==> src/common/uart_rx_regs.svh <==
// Function
// - Missing stop bit, noise loss or break gives a framing error
// - Framing error sets its flag, word still moves to the data register
// - Framing error clears only by status read then data read
// - Transmit and receive rates are divided from core clock, independently after the shared base stage
// - Two-bit select picks shared base divisor 1, 3, 4 or 13
// - Three-bit transmit and receive selects pick power-of-two 1 to 128
// - Fine prescaler divides further by 1 to 255, separate per path
// - A zero fine factor bypasses that path's fine prescaler
// - Muted receiver sets no reception flags and raises no interrupts
// - Idle-line wake-up clears mute without setting the idle flag
// - Address-mark wake-up on MSB one clears mute and sets receive-full
// - Frame layout follows word length and parity enable settings
// - Address mark tests the top data bit, never the parity bit
// - Parity makes ones count even, or odd when odd select is set
// - Transmitter puts parity in place of the written word's top bit
// - Receiver checks parity, sets parity error, interrupt when enabled
// - Sixteen samples per bit, majority of 8, 9, 10, noise on disagree
// - Sample counter resynchronises on every start bit
// - Start noise unless three ones precede edge, or samples 3,5,7 high
// - Start noise also when any of samples 8, 9 or 10 is high
// - False start discards frame, noise held for the next valid frame
`ifndef UART_RX_REGS_SVH
`define UART_RX_REGS_SVH
`define BASE_DIV_SEL1        4'h1
`define BASE_DIV_SEL3        4'h3
`define BASE_DIV_SEL4        4'h4
`define BASE_DIV_SEL13       4'hD
`define SAMPLES_PER_BIT      5'h10
`define SMP_IDX_3            4'h2
`define SMP_IDX_5            4'h4
`define SMP_IDX_7            4'h6
`define SMP_IDX_8            4'h7
`define SMP_IDX_9            4'h8
`define SMP_IDX_10           4'h9
`define SMP_IDX_LAST         4'hF
`define DATA_BITS_SHORT      4'h8
`define DATA_BITS_LONG       4'h9
`define RESET_MUTE           1'b0
`define RESET_LINE           1'b1
`endif

==> src/common/uart_rx_pkg.sv <==
package uart_rx_pkg;
  typedef enum logic [1:0] {
    RX_HUNT  = 2'b00,
    RX_START = 2'b01,
    RX_DATA  = 2'b10,
    RX_STOP  = 2'b11
  } rx_state_e;
  typedef logic [8:0] word_t;
endpackage : uart_rx_pkg

==> src/hdl/uart_rx_baud_parity_mute.sv <==
`timescale 1ns/1ps
`default_nettype none
`include "uart_rx_regs.svh"
module uart_rx_baud_parity_mute
  import uart_rx_pkg::*;
(
  // Clock and reset
  input  wire logic       sys_clk,
  input  wire logic       reset,
  // Configuration
  input  wire logic       rx_enable,
  input  wire logic       tx_enable,
  input  wire logic       word_9bit,
  input  wire logic       parity_enable,
  input  wire logic       parity_odd_select,
  input  wire logic       parity_irq_enable,
  input  wire logic       wake_method,
  input  wire logic [1:0] base_divisor_select,
  input  wire logic [2:0] tx_rate_select,
  input  wire logic [2:0] rx_rate_select,
  input  wire logic [7:0] tx_fine_divisor,
  input  wire logic [7:0] rx_fine_divisor,
  // Mute control
  input  wire logic       mute_write,
  input  wire logic       mute_write_value,
  output logic            receiver_mute,
  // Software access strobes
  input  wire logic       status_read,
  input  wire logic       data_read,
  // Receive data and status
  output word_t           rx_data,
  output logic            rx_full_flag,
  output logic            framing_error_flag,
  output logic            noise_flag,
  output logic            parity_error_flag,
  output logic            overrun_flag,
  output logic            idle_flag,
  output logic            parity_irq,
  // Transmit
  input  wire logic       tx_write,
  input  wire word_t      tx_data,
  output logic            tx_busy,
  // Serial line
  input  wire logic       rx_line,
  output logic            tx_line
);

  // ************************************************************
  // Rate generation
  // ************************************************************
  logic [3:0] base_cnt_reg;
  logic [3:0] base_limit;
  logic       base_tick;
  logic [1:0] path_tick;
  logic [2:0] path_sel  [2];
  logic [7:0] path_fine [2];
  logic [1:0] path_on;

  always_comb
  begin
    case (base_divisor_select)
      2'b00:   base_limit = `BASE_DIV_SEL1 - 4'h1;
      2'b01:   base_limit = `BASE_DIV_SEL3 - 4'h1;
      2'b10:   base_limit = `BASE_DIV_SEL4 - 4'h1;
      default: base_limit = `BASE_DIV_SEL13 - 4'h1;
    endcase
  end

  assign base_tick = (base_cnt_reg >= base_limit);

  always_ff @(posedge sys_clk)
  begin
    if (reset || base_tick)
      base_cnt_reg <= 4'h0;
    else
      base_cnt_reg <= base_cnt_reg + 4'h1;
  end

  assign path_sel[0]  = tx_rate_select;
  assign path_sel[1]  = rx_rate_select;
  assign path_fine[0] = tx_fine_divisor;
  assign path_fine[1] = rx_fine_divisor;
  assign path_on      = {rx_enable, tx_enable};

  // Paths share the base stage but count on their own from there
  genvar p;
  generate
    for (p = 0; p < 2; p++)
    begin : g_path
      logic [6:0] pow_cnt_reg;
      logic [7:0] fine_cnt_reg;
      logic [6:0] pow_limit;
      logic [7:0] fine_limit;
      logic       pow_tick;
      assign pow_limit  = 7'((8'h01 << path_sel[p]) - 8'h01);
      assign pow_tick   = base_tick && (pow_cnt_reg >= pow_limit);
      assign fine_limit = (path_fine[p] == 8'h00) ? 8'h00
                          : path_fine[p] - 8'h01;
      assign path_tick[p] = pow_tick && (fine_cnt_reg >= fine_limit);

      always_ff @(posedge sys_clk)
      begin
        if (reset || !path_on[p] || pow_tick)
          pow_cnt_reg <= 7'h00;
        else if (base_tick)
          pow_cnt_reg <= pow_cnt_reg + 7'h01;
      end

      always_ff @(posedge sys_clk)
      begin
        if (reset || !path_on[p] || path_tick[p])
          fine_cnt_reg <= 8'h00;
        else if (pow_tick)
          fine_cnt_reg <= fine_cnt_reg + 8'h01;
      end
    end
  endgenerate

  // ************************************************************
  // Receiver sampling
  // ************************************************************
  rx_state_e  rx_state_reg;
  logic [3:0] smp_cnt_reg;
  logic [3:0] bit_idx_reg;
  logic [2:0] hist_reg;
  logic       s8_reg;
  logic       s9_reg;
  logic       frame_noise_reg;
  logic       held_noise_reg;
  word_t      shift_reg;
  logic       done_reg;
  logic       done_fe_reg;
  logic       done_noise_reg;
  logic       done_pe_reg;
  word_t      done_word_reg;
  logic       done_addr_reg;
  logic       rx_tick;
  logic       vote;
  logic       agree;
  logic [3:0] n_bits;
  logic [3:0] msb_idx;
  logic       par_bad;

  assign rx_tick = path_tick[1];
  assign vote    = (s8_reg & s9_reg) | (s8_reg & rx_line)
                   | (s9_reg & rx_line);
  assign agree   = (s8_reg == s9_reg) && (s9_reg == rx_line);
  assign n_bits  = word_9bit ? `DATA_BITS_LONG : `DATA_BITS_SHORT;
  assign msb_idx = n_bits - 4'h1 - {3'h0, parity_enable};
  // Over the whole field the parity bit joins the low data bits
  assign par_bad = parity_enable
                   && ((^(shift_reg & ((9'h001 << n_bits) - 9'h001)))
                       != parity_odd_select);

  always_ff @(posedge sys_clk)
  begin
    if (reset || !rx_enable)
      hist_reg <= 3'b111;
    else if (rx_tick)
      hist_reg <= {hist_reg[1:0], rx_line};
  end

  always_ff @(posedge sys_clk)
  begin
    if (reset || !rx_enable)
    begin
      rx_state_reg    <= RX_HUNT;
      smp_cnt_reg     <= 4'h0;
      bit_idx_reg     <= 4'h0;
      s8_reg          <= 1'b1;
      s9_reg          <= 1'b1;
      frame_noise_reg <= 1'b0;
      held_noise_reg  <= 1'b0;
      shift_reg       <= '0;
    end
    else if (rx_tick)
    begin
      smp_cnt_reg <= smp_cnt_reg + 4'h1;
      if (smp_cnt_reg == `SMP_IDX_8)
        s8_reg <= rx_line;
      if (smp_cnt_reg == `SMP_IDX_9)
        s9_reg <= rx_line;
      case (rx_state_reg)
        RX_HUNT:
        begin
          smp_cnt_reg <= 4'h1;
          if (!rx_line)
          begin
            rx_state_reg    <= RX_START;
            frame_noise_reg <= held_noise_reg || (hist_reg != 3'b111);
            held_noise_reg  <= 1'b0;
            shift_reg       <= '0;
          end
        end
        RX_START:
        begin
          if (rx_line && ((smp_cnt_reg == `SMP_IDX_3)
              || (smp_cnt_reg == `SMP_IDX_5)
              || (smp_cnt_reg == `SMP_IDX_7)))
            frame_noise_reg <= 1'b1;
          if (smp_cnt_reg == `SMP_IDX_10)
          begin
            if (!agree || rx_line)
              frame_noise_reg <= 1'b1;
            if (vote)
            begin
              rx_state_reg   <= RX_HUNT;
              held_noise_reg <= 1'b1;
            end
          end
          if (smp_cnt_reg == `SMP_IDX_LAST)
          begin
            rx_state_reg <= RX_DATA;
            bit_idx_reg  <= 4'h0;
          end
        end
        RX_DATA:
        begin
          if (smp_cnt_reg == `SMP_IDX_10)
          begin
            shift_reg[bit_idx_reg] <= vote;
            if (!agree)
              frame_noise_reg <= 1'b1;
          end
          if (smp_cnt_reg == `SMP_IDX_LAST)
          begin
            bit_idx_reg <= bit_idx_reg + 4'h1;
            if (bit_idx_reg == n_bits - 4'h1)
              rx_state_reg <= RX_STOP;
          end
        end
        default:
        begin
          // Ends at the stop bit's centre so the next edge is not missed
          if (smp_cnt_reg == `SMP_IDX_10)
            rx_state_reg <= RX_HUNT;
        end
      endcase
    end
  end

  // Frame result, one cycle pulse
  always_ff @(posedge sys_clk)
  begin
    if (reset)
    begin
      done_reg       <= 1'b0;
      done_fe_reg    <= 1'b0;
      done_noise_reg <= 1'b0;
      done_pe_reg    <= 1'b0;
      done_addr_reg  <= 1'b0;
      done_word_reg  <= '0;
    end
    else
    begin
      done_reg <= rx_enable && rx_tick && (rx_state_reg == RX_STOP)
                  && (smp_cnt_reg == `SMP_IDX_10);
      done_fe_reg    <= !vote;
      done_noise_reg <= frame_noise_reg || !agree;
      done_pe_reg    <= par_bad;
      done_addr_reg  <= shift_reg[msb_idx];
      done_word_reg  <= shift_reg;
    end
  end

  // ************************************************************
  // Idle line detection
  // ************************************************************
  logic [7:0] idle_cnt_reg;
  logic       idle_armed_reg;
  logic       idle_hit;
  logic [7:0] idle_len;

  // A whole frame of ones: start, data and stop slots
  assign idle_len = {4'h0, n_bits + 4'h2} * 8'(`SAMPLES_PER_BIT);
  assign idle_hit = rx_enable && rx_tick && idle_armed_reg && rx_line
                    && (rx_state_reg == RX_HUNT)
                    && (idle_cnt_reg == idle_len - 8'h01);

  always_ff @(posedge sys_clk)
  begin
    if (reset || !rx_enable || !rx_line || rx_state_reg != RX_HUNT)
      idle_cnt_reg <= 8'h00;
    else if (rx_tick && idle_cnt_reg != idle_len - 8'h01)
      idle_cnt_reg <= idle_cnt_reg + 8'h01;
  end

  always_ff @(posedge sys_clk)
  begin
    if (reset || done_reg)
      idle_armed_reg <= 1'b1;
    else if (idle_hit)
      idle_armed_reg <= 1'b0;
  end

  // ************************************************************
  // Mute and flags
  // ************************************************************
  logic clear_armed_reg;
  logic clear_now;
  logic take;
  logic wake_addr;

  assign wake_addr = receiver_mute && wake_method && done_addr_reg;
  // Frame counts as received when not muted, or when it is the address
  assign take      = done_reg && (!receiver_mute || wake_addr);
  assign clear_now = data_read && clear_armed_reg;

  always_ff @(posedge sys_clk)
  begin
    if (reset)
      clear_armed_reg <= 1'b0;
    else if (status_read)
      clear_armed_reg <= 1'b1;
    else if (data_read)
      clear_armed_reg <= 1'b0;
  end

  // A software write wins over a same-cycle wake-up
  always_ff @(posedge sys_clk)
  begin
    if (reset)
      receiver_mute <= `RESET_MUTE;
    else if (mute_write)
      receiver_mute <= mute_write_value;
    else if (idle_hit && !wake_method)
      receiver_mute <= 1'b0;
    else if (done_reg && wake_addr)
      receiver_mute <= 1'b0;
  end

  always_ff @(posedge sys_clk)
  begin
    if (reset)
      rx_data <= '0;
    else if (take && !rx_full_flag)
      rx_data <= done_word_reg;
  end

  always_ff @(posedge sys_clk)
  begin
    if (reset)
    begin
      rx_full_flag       <= 1'b0;
      framing_error_flag <= 1'b0;
      noise_flag         <= 1'b0;
      parity_error_flag  <= 1'b0;
      overrun_flag       <= 1'b0;
    end
    else if (take && rx_full_flag)
      overrun_flag <= 1'b1;
    else if (take)
    begin
      rx_full_flag <= 1'b1;
      // Set wins over a same-cycle clear, error bits reload per word
      framing_error_flag <= done_fe_reg;
      noise_flag         <= done_noise_reg;
      parity_error_flag  <= done_pe_reg;
      if (clear_now)
        overrun_flag <= 1'b0;
    end
    else if (clear_now)
    begin
      rx_full_flag       <= 1'b0;
      framing_error_flag <= 1'b0;
      noise_flag         <= 1'b0;
      parity_error_flag  <= 1'b0;
      overrun_flag       <= 1'b0;
    end
  end

  always_ff @(posedge sys_clk)
  begin
    if (reset)
      idle_flag <= 1'b0;
    else if (idle_hit && !receiver_mute)
      idle_flag <= 1'b1;
    else if (clear_now)
      idle_flag <= 1'b0;
  end

  assign parity_irq = parity_error_flag && parity_irq_enable;

  // ************************************************************
  // Transmitter
  // ************************************************************
  logic [10:0] tx_frame_reg;
  logic [3:0]  tx_smp_reg;
  logic [3:0]  tx_left_reg;
  word_t       tx_word;
  logic        tx_par;
  logic [10:0] tx_build;

  // Parity over the bits below the replaced top bit
  assign tx_par = (^(tx_data & ((9'h001 << (n_bits - 4'h1)) - 9'h001)))
                  ^ parity_odd_select;

  always_comb
  begin
    tx_word = tx_data & ((9'h001 << n_bits) - 9'h001);
    if (parity_enable)
      tx_word[n_bits - 4'h1] = tx_par;
    tx_build = {1'b1, tx_word, 1'b0} | ~((11'h002 << n_bits) - 11'h001);
  end

  // Word written while a frame is out is dropped: no holding buffer
  always_ff @(posedge sys_clk)
  begin
    if (reset || !tx_enable)
    begin
      tx_frame_reg <= '1;
      tx_smp_reg   <= 4'h0;
      tx_left_reg  <= 4'h0;
      tx_line      <= `RESET_LINE;
    end
    else if (tx_left_reg == 4'h0)
    begin
      tx_line <= 1'b1;
      if (tx_write)
      begin
        tx_frame_reg <= tx_build;
        tx_left_reg  <= n_bits + 4'h2;
        tx_smp_reg   <= 4'h0;
      end
    end
    else if (path_tick[0])
    begin
      tx_line    <= tx_frame_reg[0];
      tx_smp_reg <= tx_smp_reg + 4'h1;
      if (tx_smp_reg == `SMP_IDX_LAST)
      begin
        tx_frame_reg <= {1'b1, tx_frame_reg[10:1]};
        tx_left_reg  <= tx_left_reg - 4'h1;
      end
    end
  end

  assign tx_busy = (tx_left_reg != 4'h0);

endmodule : uart_rx_baud_parity_mute
`default_nettype wire

==> config.mk <==
export PLATFORM = sky130hd
export DESIGN_NAME = uart_rx_baud_parity_mute
export DESIGN_NICKNAME = d
export VERILOG_FILES = /design/src/common/uart_rx_pkg.sv /design/src/hdl/uart_rx_baud_parity_mute.sv
export VERILOG_INCLUDE_DIRS = /design/src /design/src/common
export SDC_FILE = /design/constraint.sdc
export NUM_CORES = 1
export LEC_CHECK = 0
export BUFFER_PORTS_ARGS = -buffer_cell sky130_fd_sc_hd__buf_2
export CORE_MARGIN = 2
export CORE_UTILIZATION = 32
export CTS_CLUSTER_SIZE = 10
export DETAILED_ROUTE_END_ITERATION = 10
export GPL_TIMING_DRIVEN = 0
export PLACE_DENSITY = 0.53
export SETUP_SLACK_MARGIN = 0.3
export SKIP_LAST_GASP = 1
export SYNTH_ARGS = -nofsm -noshare
export SYNTH_HDL_FRONTEND = slang
export SYNTH_SLANG_ARGS = --single-unit
==> constraint.sdc <==
create_clock -name sys_clk -period 6.55 [get_ports sys_clk]
set_input_delay 0.3275 -clock sys_clk [delete_from_list [all_inputs] [get_ports sys_clk]]
set_output_delay 0.3275 -clock sys_clk [all_outputs]
set_load 0.02 [all_outputs]
==> summary.md <==
| Metric | Value |
|---|---|
| Clk pin slew, worst setup/hold paths | `~60 ps` |
| Period Utilization, post-route | `0.4932` |
| Post-synthesis simple-gate area fraction | `0.2455` |
| Final min period | `3231 ps` |
| Worst Path Max Fanout | `10` |
| Final hold vios | `0` |
| FP Rows | `54` |
| Die Ht | `154.3 um` |
| CP arrival | `3580 ps` |
| CTS tree | `built` |
| Final Max Tran Viols | `0` |
| DP Area | `7908 um^2` |
| Synth cell count leaders | `dfxtp_1 (119), nand2_1 (77), nor2_1 (70)` |
| Syn avg cell area | `8.462 um^2` |
| # DRC | `0` |
| Setup violators final | `0` |
| Cell internal pwr | `1.340 mW` |
| Final HPWL DP | `13610 um` |
| Core ar. | `22030 um^2` |
| Fin area | `around 8400 um^2` |
| Post-synth EDFFs | `0` |
| Critical Path RT | `6900 ps` |
| IO Port Bufs | `66` |
| DR vias/cell | `slightly above 5` |
| Max Freq | `309.5 MHz` |
| Count of different cell masters after synthesis | `74` |
| Mapped Cells | `roughly 850` |
| RSZ-0062 raised after global routing | `no` |
| Worst min path class | `in -> reg` |
| PostCTS Resize Cnt | `0` |
| Top cells by area, synth | `dfxtp_1 (33%), ha_1 (11%), nand2_1 (4.0%)` |
| Antenna violation net count after detailed routing | `0` |
| Count leader, synth | `dfxtp_1` |
| # Post-CTS Setup Buffers | `0` |
| Die X | `154.3 um` |
| Final wirelength | `18250 um` |
| Largest net degree at the start of global routing | `17` |
| Net Sw Frac | `0.2552` |
| Total power draw | `1.800 mW` |
| H-tree levels | `4` |
| Vias in the first global route | `6202` |
| Worst-Skew Late Latency | `420 ps` |
| Setup_tns | `0 ps` |
| Root Driver | `clkbuf_16` |
| Layout area overhead | `16.83%` |
| Asr flop ratio synth | `0` |
| Clock power frac | `0.475` |
| Post-layout net count | `between 1000 and 1500` |
| LEAKAGE | `3.301 nW` |
| Cell taking the most area after synthesis | `dfxtp_1` |
| Critical path launch point type | `input port` |
| Via count | `around 6400` |
| Power per cell area | `about 210 nW/um^2` |
| Reg power frac | `0.412` |
| IO Pins | `67` |
| Comb power frac | `0.112` |
| Post-synth top flop | `dfxtp_1` |
| R2r setup slk | `3880 ps` |
| Cts bufs inserted | `17` |
| Cell Area, Synth | `7227 um^2` |
| Post-synth top area share | `0.3296` |
| Sequential share of the synthesized area | `0.3296` |
| FILL cells | `2291` |
| Antenna Cells | `0` |
| Post-synth net total | `roughly 970` |
| Post-Synth Adder-Cell Area | `0.1125` |
| Post-Synth XOR/XNOR Area | `0.05696` |
| Switching power of the nets | `roughly 0.46 mW` |
| Outcome | `finished, final reports clean` |
| Max Root-Sink Buffers | `2` |
| Mux contribution to synthesized area | `0.03463` |
| Starting Density | `0.3281` |
| DR WL/cell | `14.85 um` |
| #FFs+latches synth | `roughly 120` |
| CP Capture Type | `flip-flop` |
| Worst Setup Slack, final | `3319 ps` |
| Relative slew margins | `0.4867` |
| Gr ovfl total | `0` |
| CP Class | `in -> reg` |
| Antenna violations before repair | `0` |
| Max-Cap Viols | `0` |
| TritonCTS Sinks | `119` |
| Combinational family with the most area after synthesis | `simple AND/OR/NAND/NOR gates` |
| Wire length of the first global-routing pass | `30640 um` |
| Worst-Margin Slew | `760.0 ps` |
| Max FFs per register | `16` |
| Total track usage | `0.1576` |
| Pre-antenna DRT Iters | `5` |
| Layout cell share with drive strength beyond 1 | `0.1423` |
| Pre-CTS setup slack | `~2900 ps` |
| Skew final | `between 10 and 15 ps` |
| Hold buffers post-CTS | `0` |
| 1st-iter DRT viols | `321` |
| Synthesis Warnings | `0` |
| Compound-cell area share of the yosys netlist | `0.1749` |
| Global placer's final weighted congestion | `0.8389` |
| Area of the die | `23800 um^2` |
| Peak VDD IR | `around 0.16 mV` |
[power by group through the flow]
stage	clock, mW	combinational (mW)	sequential [mW]
after floorplan	0	0.137	0.755
after CTS	0.876	0.205	0.742
after detailed placement	0	0.204	0.757
final	0.856	0.202	0.742
after global placement	0	0.202	0.757
after global routing	0.917	0.229	0.743
[layer usage]
| layer | up-vias | share of wire | global-route usage |
|---|---|---|---|
| li1 | 3285 | - | - |
| met1 | 2961 | 0.48 | 0.2008 |
| met2 | 102 | 0.47 | 0.2648 |
| met3 | 24 | 0.036 | 0.03755 |
| met4 | 0 | 0.013 | 0.04850 |
| met5 | - | 0 | 0 |
[area by class of cell]
cell class	instances	area, um^2	share of cell area
Buffer	39	207.7	0.02460
Clock buffer	19	452.9	0.05365
Clock inverter	10	82.58	0.009781
Inverter	33	123.9	0.01467
Multi-Input combinational cell	663	4513	0.5345
Sequential cell	119	2382	0.2822
Tap cell	280	350.3	0.04149
Timing Repair Buffer	66	330.3	0.03912
[through the flow]
stage / util / std cells / hold slack (ps)
4_1_cts: 0.3833 / 1229 / 111.8
3_5_place_dp: 0.3590 / 1200 / 461.4
2_1_floorplan: - / 854 / 435.2
5_1_grt: 0.3833 / 1229 / 135.5
6_report: 0.3833 / 1229 / 126.0
3_3_place_gp: 0.3590 / 1200 / 449.4
[kinds of logic (layout without fill, tap and decap cells)]
logic type	count (synthesis)	count (layout)
muxes	23	23
adders and majority gates	65	65
xor gates and xnor gates	47	47
buffers and inverters	72	167
and+or+nand+nor	345	345
AOI/OAI and AO/OA	183	183
DFF	119	119
[worst max-delay path, stage by stage]
cell and delay (ps):
buf_2 110, inv_1 60, ha_1 190, nand2_1 110
or3_1 450, and2_1 200, ha_1 260, nand2b_1 130
a211oi_1 230, o21bai_1 140, a21oi_2 460, buf_2 350
buf_2 290, nand3_1 100, a21oi_1 150
[worst paths after layout]
kind | from | end | depth (start not counted)
setup reg to reg | g_path[1].fine_cnt_reg[0] | g_path[1].fine_cnt_reg[1] | 10
hold reg to reg | done_word_reg[0] | rx_data[0] | 2
hold / removal | status_read | clear_armed_reg | 3
setup / recovery | rx_fine_divisor[0] | g_path[1].fine_cnt_reg[1] | 15
[cell usage in the layout, fill, tap and decap left out, drive strengths merged, types with 19 or more instances in the layout]
cell,Yosys,layout
inv,33,33
ha,65,65
o21ai,33,33
nand2,78,78
clkbuf,17,36
nor2,71,71
nand3,45,45
nor3,40,40
xnor2,32,32
dfxtp,119,119
buf,22,88
mux2i,19,19
a21oi,51,51
(Power assumes the default switching activity.)
